File: config.mk
export PLATFORM = sky130hd
export DESIGN_NAME = fsi_write_ctrl
export DESIGN_NICKNAME = d
export VERILOG_FILES = /design/src/design/fsi_bus_sync.v /design/src/design/fsi_write_ctrl.v
export VERILOG_INCLUDE_DIRS = /design/src /design/src/design
export SDC_FILE = /design/constraint.sdc
export NUM_CORES = 1
export LEC_CHECK = 0
export BUFFER_PORTS_ARGS = -buffer_cell sky130_fd_sc_hd__buf_2
export CORE_ASPECT_RATIO = 1.25
export CORE_UTILIZATION = 52
export CTS_BUF_LIST = sky130_fd_sc_hd__clkbuf_8
export CTS_CLUSTER_DIAMETER = 50
export CTS_CLUSTER_SIZE = 16
export DETAILED_ROUTE_END_ITERATION = 12
export GPL_TIMING_DRIVEN = 1
export MAX_ROUTING_LAYER = met4
export PLACE_DENSITY = 0.85
export SETUP_SLACK_MARGIN = 0.15
export SLEW_MARGIN = 20
export SYNTH_ARGS = -nofsm -noshare
export SYNTH_HDL_FRONTEND = slang
export SYNTH_SLANG_ARGS = --single-unit
export TNS_END_PERCENT = 10
File: constraint.sdc
create_clock -name clk_sys -period 1.6 [get_ports clk_sys]
set_input_delay 0.4 -clock clk_sys [delete_from_list [all_inputs] [get_ports clk_sys]]
set_output_delay 0.4 -clock clk_sys [all_outputs]
set_load 0.01 [all_outputs]
File: src/design/fsi_consts.vh
// constants for the synthesizer two-wire write interface
// assumes inclusion by design files only; definitions only
`ifndef FSI_CONSTS_VH
`define FSI_CONSTS_VH
// ==================================================
// address byte
`define FSI_ADDR_FIXED     5'h18
`define FSI_DIR_WRITE      1'b0
`define FSI_ADDR_FIX_MSB   7
`define FSI_ADDR_FIX_LSB   3
`define FSI_ADDR_SEL_MSB   2
`define FSI_ADDR_SEL_LSB   1
`define FSI_ADDR_DIR_BIT   0
// ==================================================
// data byte fields
`define FSI_KIND_BIT       7
`define FSI_DIV_HIGH_MSB   6
`define FSI_DIV_HIGH_LSB   0
`define FSI_PORT_GRP_MSB   7
`define FSI_PORT_GRP_LSB   4
`define FSI_PORT_A_BIT     1
// ==================================================
// reference ratios
`define FSI_REF_640        11'h280
`define FSI_REF_1024       11'h400
`define FSI_REF_512        11'h200
// ==================================================
// control byte fields
`define FSI_CB_PUMP_CUR    6
`define FSI_CB_DIV_TEST    5
`define FSI_CB_PUMP_DIS    4
`define FSI_CB_PRESC       3
`define FSI_CB_REF_HIGH    2
`define FSI_CB_REF_LOW     1
`define FSI_CB_DRV_DIS     0
// ==================================================
// reset values and last bit index
`define FSI_CTRL_RESET     8'hC8
`define FSI_PORT_RESET     5'h00
`define FSI_DIV_RESET      15'h0000
`define FSI_BIT_LAST       3'h7
`endif

File: src/design/fsi_bus_sync.v
// two-flop synchroniser plus edge and bus condition detection
// assumes scl and sda come from pins asynchronous to clk_sys
`timescale 1ns/1ps
module fsi_bus_sync (
  clk_sys,
  rst,
  sclIn,
  sdaIn,
  sclLevel,
  sdaLevel,
  sclRise,
  sclFall,
  startSeen,
  stopSeen
);
  input  wire clk_sys;
  input  wire rst;
  input  wire sclIn;
  input  wire sdaIn;
  output wire sclLevel;
  output wire sdaLevel;
  output wire sclRise;
  output wire sclFall;
  output wire startSeen;
  output wire stopSeen;

  reg [1:0] sclMeta_q;
  reg [1:0] sdaMeta_q;
  reg       sclOld_q;
  reg       sdaOld_q;

  // ==================================================
  // synchronise
  always @(posedge clk_sys) begin
    if (rst) begin
      sclMeta_q <= 2'h3;
      sdaMeta_q <= 2'h3;
      sclOld_q  <= 1'b1;
      sdaOld_q  <= 1'b1;
    end else begin
      sclMeta_q <= {sclMeta_q[0], sclIn};
      sdaMeta_q <= {sdaMeta_q[0], sdaIn};
      sclOld_q  <= sclMeta_q[1];
      sdaOld_q  <= sdaMeta_q[1];
    end
  end

  assign sclLevel  = sclMeta_q[1];
  assign sdaLevel  = sdaMeta_q[1];
  assign sclRise   = sclMeta_q[1] & ~sclOld_q;
  assign sclFall   = ~sclMeta_q[1] & sclOld_q;
  // sda moves while scl stays high
  assign startSeen = sclMeta_q[1] & sclOld_q & sdaOld_q & ~sdaMeta_q[1];
  assign stopSeen  = sclMeta_q[1] & sclOld_q & ~sdaOld_q & sdaMeta_q[1];
endmodule // fsi_bus_sync

File: src/design/fsi_write_ctrl.v
// two-wire write interface of a tuner frequency synthesizer
// assumes an outside controller drives scl; sda is open drain, resolved outside
`timescale 1ns/1ps
`include "fsi_consts.vh"
module fsi_write_ctrl (
  clk_sys,
  rst,
  sclIn,
  sdaIn,
  sdaOut,
  sdaOe,
  addrSelectInput,
  threeWireMode,
  dividerRatioBits,
  pumpCurrentHigh,
  dividerTestEnable,
  pumpDisable,
  prescalerOn,
  refRatioLowBit,
  refRatioHighBit,
  refRatio,
  driveOutputDisable,
  switchOutputA,
  switchOutputsGroup,
  readRequest
);
  input  wire        clk_sys;
  input  wire        rst;
  input  wire        sclIn;
  input  wire        sdaIn;
  output reg         sdaOut;
  output reg         sdaOe;
  input  wire [1:0]  addrSelectInput;
  input  wire        threeWireMode;
  output reg  [14:0] dividerRatioBits;
  output reg         pumpCurrentHigh;
  output reg         dividerTestEnable;
  output reg         pumpDisable;
  output reg         prescalerOn;
  output reg         refRatioLowBit;
  output reg         refRatioHighBit;
  output reg  [10:0] refRatio;
  output reg         driveOutputDisable;
  output reg         switchOutputA;
  output reg  [3:0]  switchOutputsGroup;
  output reg         readRequest;

  // byte roles
  localparam [2:0] ST_IDLE  = 3'h0;
  localparam [2:0] ST_ADDR  = 3'h1;
  localparam [2:0] ST_FIRST = 3'h2;
  localparam [2:0] ST_DLOW  = 3'h3;
  localparam [2:0] ST_PORT  = 3'h4;
  localparam [2:0] ST_SKIP  = 3'h5;

  wire sclLevel;
  wire sdaLevel;
  wire sclRise;
  wire sclFall;
  wire startSeen;
  wire stopSeen;

  reg [2:0] state_q;
  reg [2:0] bitCnt_q;
  reg [7:0] shift_q;
  reg [6:0] divHigh_q;
  reg       ackPend_q;
  reg       inAck_q;
  reg [1:0] selSync_q;
  reg [1:0] selLvl_q;
  reg       twSync_q;
  reg       twLvl_q;
  reg [7:0] ctrl_q;

  wire [7:0] byteNow = {shift_q[6:0], sdaLevel};

  // ==================================================
  // byte fields and latch strobes
  localparam GROUP_W = 4;

  wire       byteKind  = byteNow[`FSI_KIND_BIT];
  wire [4:0] addrFixed = byteNow[`FSI_ADDR_FIX_MSB:`FSI_ADDR_FIX_LSB];
  wire [1:0] addrSel   = byteNow[`FSI_ADDR_SEL_MSB:`FSI_ADDR_SEL_LSB];
  wire       addrDir   = byteNow[`FSI_ADDR_DIR_BIT];
  wire [6:0] divUpper  = byteNow[`FSI_DIV_HIGH_MSB:`FSI_DIV_HIGH_LSB];
  wire [3:0] portGroup = byteNow[`FSI_PORT_GRP_MSB:`FSI_PORT_GRP_LSB];
  wire       portA     = byteNow[`FSI_PORT_A_BIT];
  // last bit of a byte that the sequencer acts on
  wire       byteDone  = sclRise && !startSeen && !stopSeen && !inAck_q && !ackPend_q &&
                         (state_q != ST_IDLE) && (bitCnt_q == `FSI_BIT_LAST);
  wire       loadHigh  = byteDone && (state_q == ST_FIRST) && !byteKind;
  wire       loadCtrl  = byteDone && (state_q == ST_FIRST) && byteKind;
  wire       loadDiv   = byteDone && (state_q == ST_DLOW);
  wire       loadPort  = byteDone && (state_q == ST_PORT);

  fsi_bus_sync uSync (
    .clk_sys   (clk_sys),
    .rst       (rst),
    .sclIn     (sclIn),
    .sdaIn     (sdaIn),
    .sclLevel  (sclLevel),
    .sdaLevel  (sdaLevel),
    .sclRise   (sclRise),
    .sclFall   (sclFall),
    .startSeen (startSeen),
    .stopSeen  (stopSeen)
  );

  // ==================================================
  // pin straps through two flops
  always @(posedge clk_sys) begin
    if (rst) begin
      selSync_q <= 2'h0;
      selLvl_q  <= 2'h0;
      twSync_q  <= 1'b0;
      twLvl_q   <= 1'b0;
    end else begin
      selSync_q <= addrSelectInput;
      selLvl_q  <= selSync_q;
      twSync_q  <= threeWireMode;
      twLvl_q   <= twSync_q;
    end
  end

  wire addrMatch = (addrFixed == `FSI_ADDR_FIXED) &&
                   (addrSel == selLvl_q);

  // ==================================================
  // byte receiver and sequencer
  always @(posedge clk_sys) begin
    if (rst) begin
      state_q          <= ST_IDLE;
      bitCnt_q         <= 3'h0;
      shift_q          <= 8'h00;
      ackPend_q        <= 1'b0;
      inAck_q          <= 1'b0;
      sdaOut           <= 1'b0;
      sdaOe            <= 1'b0;
      readRequest      <= 1'b0;
    end else if (startSeen || stopSeen) begin
      state_q     <= startSeen ? ST_ADDR : ST_IDLE;
      bitCnt_q    <= 3'h0;
      ackPend_q   <= 1'b0;
      inAck_q     <= 1'b0;
      sdaOe       <= 1'b0;
      readRequest <= 1'b0;
    end else if (inAck_q) begin
      // release sda after the acknowledge clock
      if (sclFall) begin
        inAck_q <= 1'b0;
        sdaOe   <= 1'b0;
      end
    end else if (ackPend_q) begin
      if (sclFall) begin
        ackPend_q <= 1'b0;
        inAck_q   <= 1'b1;
        sdaOe     <= 1'b1;
      end
    end else if (sclRise && state_q != ST_IDLE) begin
      shift_q  <= byteNow;
      bitCnt_q <= bitCnt_q + 3'h1;
      if (bitCnt_q == `FSI_BIT_LAST) begin
        case (state_q)
          ST_ADDR: begin
            if (addrMatch && addrDir == `FSI_DIR_WRITE) begin
              state_q   <= ST_FIRST;
              ackPend_q <= 1'b1;
            end else begin
              // read path lives elsewhere
              readRequest <= addrMatch;
              state_q     <= ST_SKIP;
            end
          end
          ST_FIRST: begin
            ackPend_q <= 1'b1;
            if (!byteKind) begin
              state_q <= ST_DLOW;
            end else begin
              state_q <= ST_PORT;
            end
          end
          ST_DLOW: begin
            ackPend_q <= 1'b1;
            state_q   <= ST_FIRST;
          end
          ST_PORT: begin
            ackPend_q <= 1'b1;
            state_q   <= ST_FIRST;
          end
          default: begin
            state_q <= ST_SKIP;
          end
        endcase
      end
    end
  end

  // ==================================================
  // divider, control and port latches
  always @(posedge clk_sys) begin
    if (rst) begin
      divHigh_q <= 7'h00;
    end else if (loadHigh) begin
      divHigh_q <= divUpper;
    end
  end

  always @(posedge clk_sys) begin
    if (rst) begin
      dividerRatioBits <= `FSI_DIV_RESET;
    end else if (loadDiv) begin
      dividerRatioBits <= {divHigh_q, byteNow};
    end
  end

  always @(posedge clk_sys) begin
    if (rst) begin
      ctrl_q <= `FSI_CTRL_RESET;
    end else if (loadCtrl) begin
      ctrl_q <= byteNow;
    end
  end

  always @(posedge clk_sys) begin
    if (rst) begin
      switchOutputA <= 1'b0;
    end else if (loadPort) begin
      switchOutputA <= portA;
    end
  end

  // one latch per grouped switch output
  genvar gi;
  generate
    for (gi = 0; gi < GROUP_W; gi = gi + 1) begin : gPort
      always @(posedge clk_sys) begin
        if (rst) begin
          switchOutputsGroup[gi] <= 1'b0;
        end else if (loadPort) begin
          switchOutputsGroup[gi] <= portGroup[gi];
        end
      end
    end
  endgenerate

  // ==================================================
  // control decode to registered outputs
  always @(posedge clk_sys) begin
    if (rst) begin
      pumpCurrentHigh    <= 1'b1;
      dividerTestEnable  <= 1'b0;
      pumpDisable        <= 1'b0;
      prescalerOn        <= 1'b1;
      refRatioLowBit     <= 1'b0;
      refRatioHighBit    <= 1'b0;
      driveOutputDisable <= 1'b0;
    end else begin
      pumpCurrentHigh    <= twLvl_q | ctrl_q[`FSI_CB_PUMP_CUR];
      dividerTestEnable  <= ctrl_q[`FSI_CB_DIV_TEST];
      pumpDisable        <= ctrl_q[`FSI_CB_PUMP_DIS];
      prescalerOn        <= ctrl_q[`FSI_CB_PRESC];
      refRatioLowBit     <= ctrl_q[`FSI_CB_REF_LOW];
      refRatioHighBit    <= ctrl_q[`FSI_CB_REF_HIGH];
      driveOutputDisable <= ctrl_q[`FSI_CB_DRV_DIS];
    end
  end

  // ==================================================
  // reference divider ratio
  always @(posedge clk_sys) begin
    if (rst) begin
      refRatio <= `FSI_REF_640;
    end else if (!ctrl_q[`FSI_CB_REF_LOW]) begin
      refRatio <= `FSI_REF_640;
    end else if (!ctrl_q[`FSI_CB_REF_HIGH]) begin
      refRatio <= `FSI_REF_1024;
    end else begin
      refRatio <= `FSI_REF_512;
    end
  end
endmodule // fsi_write_ctrl

**Word level (Yosys, flattened, before mapping)**

Index checks and enable logic that the tools add are counted.

- Flip-flop bits (word level): 81
- Input bits: 7
- Output and inout bits: 41

- Add/subtract/negate cells: 1
- Equal/unequal tests: 11
- Multiplexer cells: 23
- Bitwise logic cells: 17
- Reduce and logical (&&, ||, !) cells: 33

Operators with widths:

| cell | count |
|---|---|
| $mux W3 | 7 |
| $logic_and A1 B1 Y1 | 14 |
| $mux W1 | 13 |
| $mux W11 | 1 |
| $not A1 Y1 | 9 |
| $pmux W3 S3 | 1 |
| $reduce_and A4 Y1 | 2 |
| $and A1 B1 Y1 | 7 |
| $eq A3 B2 Y1 const B | 2 |
| $eq A3 B3 Y1 const B | 2 |
| $reduce_and A3 Y1 | 2 |
| $reduce_and A6 Y1 | 1 |
| $reduce_bool A2 Y1 | 3 |
| $reduce_or A2 Y1 | 3 |
| $eq A5 B5 Y1 const B | 1 |
| $logic_not A1 Y1 | 5 |
| $ne A2 B1 Y1 const B | 2 |
| $ne A2 B2 Y1 const B | 2 |
| $add A3 B1 Y3 const B | 1 |
| $eq A3 B1 Y1 const B | 1 |
| $reduce_bool A3 Y1 | 1 |
| $reduce_or A3 Y1 | 1 |
| $eq A2 B2 Y1 | 1 |
| $pmux W1 S2 | 1 |
| 2 further kinds | 2 |

**Longest topological paths before layout**

- Depth in word-level cells: 12
- Gate-level depth with buffers: 7
- Depth with buffers taken out: 5

**Modules after synthesis**

Synthesis repeated with hierarchy kept, for this count alone.

- Cell total of the unflattened synthesis: 288
- Area, all modules: 2771.4 um^2

By module, submodules not included:

| module | times used | cells an instance | area an instance (um^2) | seq. area each (um^2) |
|---|---|---|---|---|
| fsi_write_ctrl | 1 | 272 | 2581.2 | 1341.3 |
| fsi_bus_sync | 1 | 16 | 190.2 | 120.1 |

**Worst setup path after synthesis**

OpenSTA, ideal clock, no wires.

- Path type: reg-to-reg
- Start point: register bitCnt_q[0]
- End point: register dividerRatioBits[10]
- Library setup time: 128 ps
- Data arrival time: 1555 ps
- Data required time: 1472 ps
- Path slack: -83 ps
- Stages on the path, launching flop included: 8
- Path buffers: 2
- Period minus slack after synthesis: 1683 ps
- Cells stage by stage: dfxtp_1 -> ha_1 -> ha_1 -> buf_1 -> nand4_2 -> buf_6 -> mux2i_1 -> nor2_1

- Longest elaborated chain between the ends: 3

RTL lines:

| item | RTL line | text |
|---|---|---|
| start: declaration | fsi_write_ctrl.v:64 | `reg [2:0] bitCnt_q;` |
| start signal: assignment | fsi_write_ctrl.v:161 | `bitCnt_q <= bitCnt_q + 3'h1;` |
| $eq A3 B3 Y1 (no source line) | - |  |
| $logic_and A1 B1 Y1 | fsi_write_ctrl.v:89 | `wire byteDone = sclRise && !startSeen && !stopSeen && !inAck_q && !ackPend_q &&` |
| $logic_and A1 B1 Y1 | fsi_write_ctrl.v:93 | `wire loadDiv = byteDone && (state_q == ST_DLOW);` |
| end signal: assignment | fsi_write_ctrl.v:210 | `` dividerRatioBits <= `FSI_DIV_RESET; `` |
| end signal: assignment | fsi_write_ctrl.v:212 | `dividerRatioBits <= {divHigh_q, byteNow};` |
| end: declaration | fsi_write_ctrl.v:35 | `output reg [14:0] dividerRatioBits;` |

Every way passes these cells.
A chain may end at the register's enable or synchronous reset.

**Final worst setup path**

- Start point: register ackPend_q
- End point: register bitCnt_q[2]

- Longest elaborated chain between the ends: 2

RTL lines:

| item | RTL line | text |
|---|---|---|
| start: declaration | fsi_write_ctrl.v:67 | `reg ackPend_q;` |
| start signal: assignment | fsi_write_ctrl.v:135 | `ackPend_q <= 1'b0;` |
| start signal: assignment | fsi_write_ctrl.v:143 | `ackPend_q <= 1'b0;` |
| start signal: assignment | fsi_write_ctrl.v:155 | `ackPend_q <= 1'b0;` |
| $not A1 Y1 (no source line) | - |  |
| $reduce_and A3 Y1 (no source line) | - |  |

Every way passes these cells.

==> key figures <==
Power and ir drop
  • Switching share of power: about a fifth
  • Post-layout total power: between 3000 and 4000 uW
  • Register share of total power: 47.6%
  • Maximum resistive drop on vdd: between 0.6 and 0.7 mV
  • Combinational cell fraction of total power: 2.9%
  • Leakage power: 0.00182 uW
  • Clock Power Share: about half
  • PwrDens: 1090 nW/um2
  • Int Power: ~3100 uW
  • P_sw: about 790 uW

Drt
  • DRC violation total after the first TritonRoute iteration: around 150
  • Routed WL per cell: around 16 um
  • Total number of vias: between 2000 and 2500
  • Number of search-and-repair iterations in the first detailed-routing pass: 4
  • Aggregate routed wire length: about 6300 um
  • Ratio of routed vias to standard cells: 5.27
  • Residual DRC: 0
  • Count of antenna-violating nets left after detailed routing: 0

STA
  • WHS: about 240 ps
  • Final Slew Violations: 0
  • Fin crit share: 98.1%
  • Final number of hold-violating endpoints: 0
  • Final Setup Violations: 0
  • Setup TNS: 0 ps
  • Setup repair after global routing missed its margin: yes
  • Post-route clock skew: ~12 ps
  • Peak clock frequency supported by timing: between 0.6 and 0.7 GHz
  • Min Clock Period, post-route: between 1500 and 2000 ps

Synthesis
  • EDFF count, synth: 0
  • Area share of the largest cell type after synthesis: around 53%
  • Number of warnings issued by yosys: 0
  • Sequential-to-total area share from yosys stat: between 50 and 60%
  • Distinct cell type count of the synthesized netlist: 41
  • Synth async-reset ratio: 0%
  • Synthesized cell area: 2750 um2
  • Synthesized netlist cell count: around 270
  • Synthesized area per cell: between 10 and 15 um2
  • Cell type with the highest aggregate area in the netlist: sky130_fd_sc_hd__dfxtp_1
  • Largest cells by area after synthesis: sky130_fd_sc_hd__dfxtp_1 (53%), sky130_fd_sc_hd__mux2i_1 (15%), sky130_fd_sc_hd__nor2_1 (6.7%)
  • Post-synthesis sequential element count: 73
  • Most frequently used flop master after synthesis: sky130_fd_sc_hd__dfxtp_1

Layout
  • Filler cell count: between 300 and 400
  • Fraction of final layout cells with drive strength greater than 1: about a third
  • Area taken by multi-input logic gates: between 1000 and 1500 um2
  • End-of-flow core utilization: approximately 70%
  • Combined flip-flop and latch cell area: around 1500 um2
  • Relative area change from synthesis to final layout: 29.0%
  • Non-filler cells, final: ~400
  • Final antenna diode count: 0
  • Final Net Count: 340

Clock tree
  • Buffer depth of the longest clock path: 2
  • Clock latency of the later-clocked register in the worst-skew pair: between 300 and 400 ps
  • Total clock sinks: 73
  • Cts bufs inserted: 9
  • Cell chosen for the clock root: sky130_fd_sc_hd__clkbuf_8
  • # hold bufs at CTS: 0
  • CTS tree: built
  • Post-CTS clock slew at the launch and capture registers of the worst setup and hold paths: roughly 80 ps
  • Level count of the clock H-tree: 3

Min path
  • Worst min-delay path category: input pin to register
  • Hold path startpoint: sdaIn

Global routing
  • GRT Total Usage: about a quarter
  • Pin count of the biggest net entering global routing: 26
  • Remaining global-route overflow: 0
  • Global-route wire length before repair: between 10000 and 15000 um
  • Via count of the first global-routing pass: between 2000 and 2500
  • Number of antenna violations at the first check in global routing: 0

Floorplan
  • Starting utilization of the core area: ~54%
  • IO Pins: between 40 and 50
  • Width of the die: 67.1 um
  • Die boundary height: 83.3 um
  • Num rows: 29
  • Area of the die: 5590 um2
  • Placeable core region: about 5100 um2

Worst setup path
  • Source of the critical timing path: ackPend_q
  • Data arrival at the endpoint of the critical path: approximately 1800 ps
  • Maximum fanout along the worst path: 10
  • Worst Path Required: 1840 ps
  • Crit Path Category: register to register
  • Worst setup EP type: register
  • Launch instance of the worst register-to-register path: ackPend_q
  • Setup crit start kind: register

Placement
  • Count of buffers inserted at the top-level ports: 38
  • Routability-driven placement congestion ratio: ~0.90
  • HPWL after detailed placement: ~3600 um
  • Total instance count after detailed placement: between 300 and 400

Run status
  • Status: finished clean

Job
  • Number of maximum-capacitance violations: 0
## logic make-up (layout without fill, tap and decap cells)
kind of cell             Yosys count  count (layout)  share of synthesized area, %
adder cells (fa/ha/maj)            2               2                         0.909
AO/OA/AOI/OAI                     21              21                          5.05
multiplexers                      41              41                          14.9
buffers and inverters             26              87                          5.09
XOR/XNOR                           4               4                          1.27
AND/OR/NAND/NOR                   99              99                          19.5
flip-flops                        73              73                          53.1
other                              1               9                         0.136
## power groups by stage
stage / Clock (uW) / Combinational, uW / Sequential (uW)
5_1_grt: 2020 / 123 / 1840
3_3_place_gp: 0 / 101 / 1880
6_report: 1910 / 113 / 1840
3_5_place_dp: 0 / 102 / 1880
4_1_cts: 1920 / 107 / 1840
2_1_floorplan: 0 / 86.5 / 1880
## per-stage QoR
step                      cell area (um2)  setup slack [ps]
after global placement               3110             -45.8
after CTS                            3510              74.6
after global routing                 3550             -1.72
after floorplan                      2800             -70.5
after detailed placement             3110              -126
final                                3550              30.8
## path summary, 6_finish.rpt
path              slack [ps]  cells past startpoint                  to
setup / recovery          30                      7         bitCnt_q[2]
hold reg to reg          420                      1  uSync.sclMeta_q[1]
setup reg to reg          30                      7         bitCnt_q[2]
hold / removal           240                      2  uSync.sdaMeta_q[0]
## sequential cells by signal, indices dropped and copies added (netlist names), 2 cells and up
name / flops
bitCnt_q: 3
ctrl_q: 7
divHigh_q: 7
dividerRatioBits: 15
refRatio: 3
selLvl_q: 2
selSync_q: 2
shift_q: 7
state_q: 3
switchOutputsGroup: 4
uSync.sclMeta_q: 2
uSync.sdaMeta_q: 2
## worst max-delay path: stages (launching register included)
cell                       delay (ps)
sky130_fd_sc_hd__dfxtp_2          350
sky130_fd_sc_hd__nor4b_4          290
sky130_fd_sc_hd__buf_4            180
sky130_fd_sc_hd__buf_4            150
sky130_fd_sc_hd__nand2b_4          60
sky130_fd_sc_hd__buf_12           150
sky130_fd_sc_hd__mux2i_2          190
sky130_fd_sc_hd__nor2_1            80
## timing repair
action / CTS / global route
cloned: 1 / 0
buffers inserted: 6 / 1
pin swaps: 3 / 6
resized for setup: 12 / 10
setup endpoints to repair: 47 / 48
## cell usage after synthesis, types with 3 or more instances
library cell / number
sky130_fd_sc_hd__clkbuf_1: 11
sky130_fd_sc_hd__or2_2: 6
sky130_fd_sc_hd__buf_4: 9
sky130_fd_sc_hd__a21oi_1: 5
sky130_fd_sc_hd__nor3b_1: 3
sky130_fd_sc_hd__nand2b_1: 5
sky130_fd_sc_hd__nand2_1: 3
sky130_fd_sc_hd__o21ai_0: 3
sky130_fd_sc_hd__mux2i_1: 41
sky130_fd_sc_hd__inv_1: 3
sky130_fd_sc_hd__nor2b_1: 13
sky130_fd_sc_hd__a31oi_1: 3
sky130_fd_sc_hd__nand4_2: 3
sky130_fd_sc_hd__dfxtp_1: 73
sky130_fd_sc_hd__nor3_1: 6
sky130_fd_sc_hd__nor2_1: 49
## layer usage
| layer | track usage [%] | vias up | part of all wire [%] |
|---|---|---|---|
| met1 | 28.2 | 1008 | 41 |
| li1 | - | 1014 | - |
| met3 | 7.69 | 24 | 3.2 |
| met5 | - | - | 0 |
| met4 | 13.5 | 0 | 4.1 |
| met2 | 39.5 | 50 | 52 |
## layout by cell type (no fill, tap or decap), types with 4 or more instances in the layout
cell type and n:
sky130_fd_sc_hd__clkbuf_8 9, sky130_fd_sc_hd__nand2b_1 4, sky130_fd_sc_hd__bufinv_16 4, sky130_fd_sc_hd__a21oi_1 5, sky130_fd_sc_hd__buf_4 26, sky130_fd_sc_hd__mux2i_1 38, sky130_fd_sc_hd__dfxtp_1 64, sky130_fd_sc_hd__nor3_1 4
sky130_fd_sc_hd__dfxtp_2 9, sky130_fd_sc_hd__nor2_1 49, sky130_fd_sc_hd__buf_2 38, sky130_fd_sc_hd__conb_1 9, sky130_fd_sc_hd__nor2b_1 13, sky130_fd_sc_hd__or2_2 6
## layout make-up
cell class              count  share of cell area, %
flip-flops and latches     73                   41.5
multi-input cells         176                   35.5
repair buffers             68                   13.1
clock inverters             7                   3.98
clock buffers               9                   3.49
well taps                  62                   2.18
inverters                   3                  0.317
No activity file was read; power rests on OpenSTA's default activity.
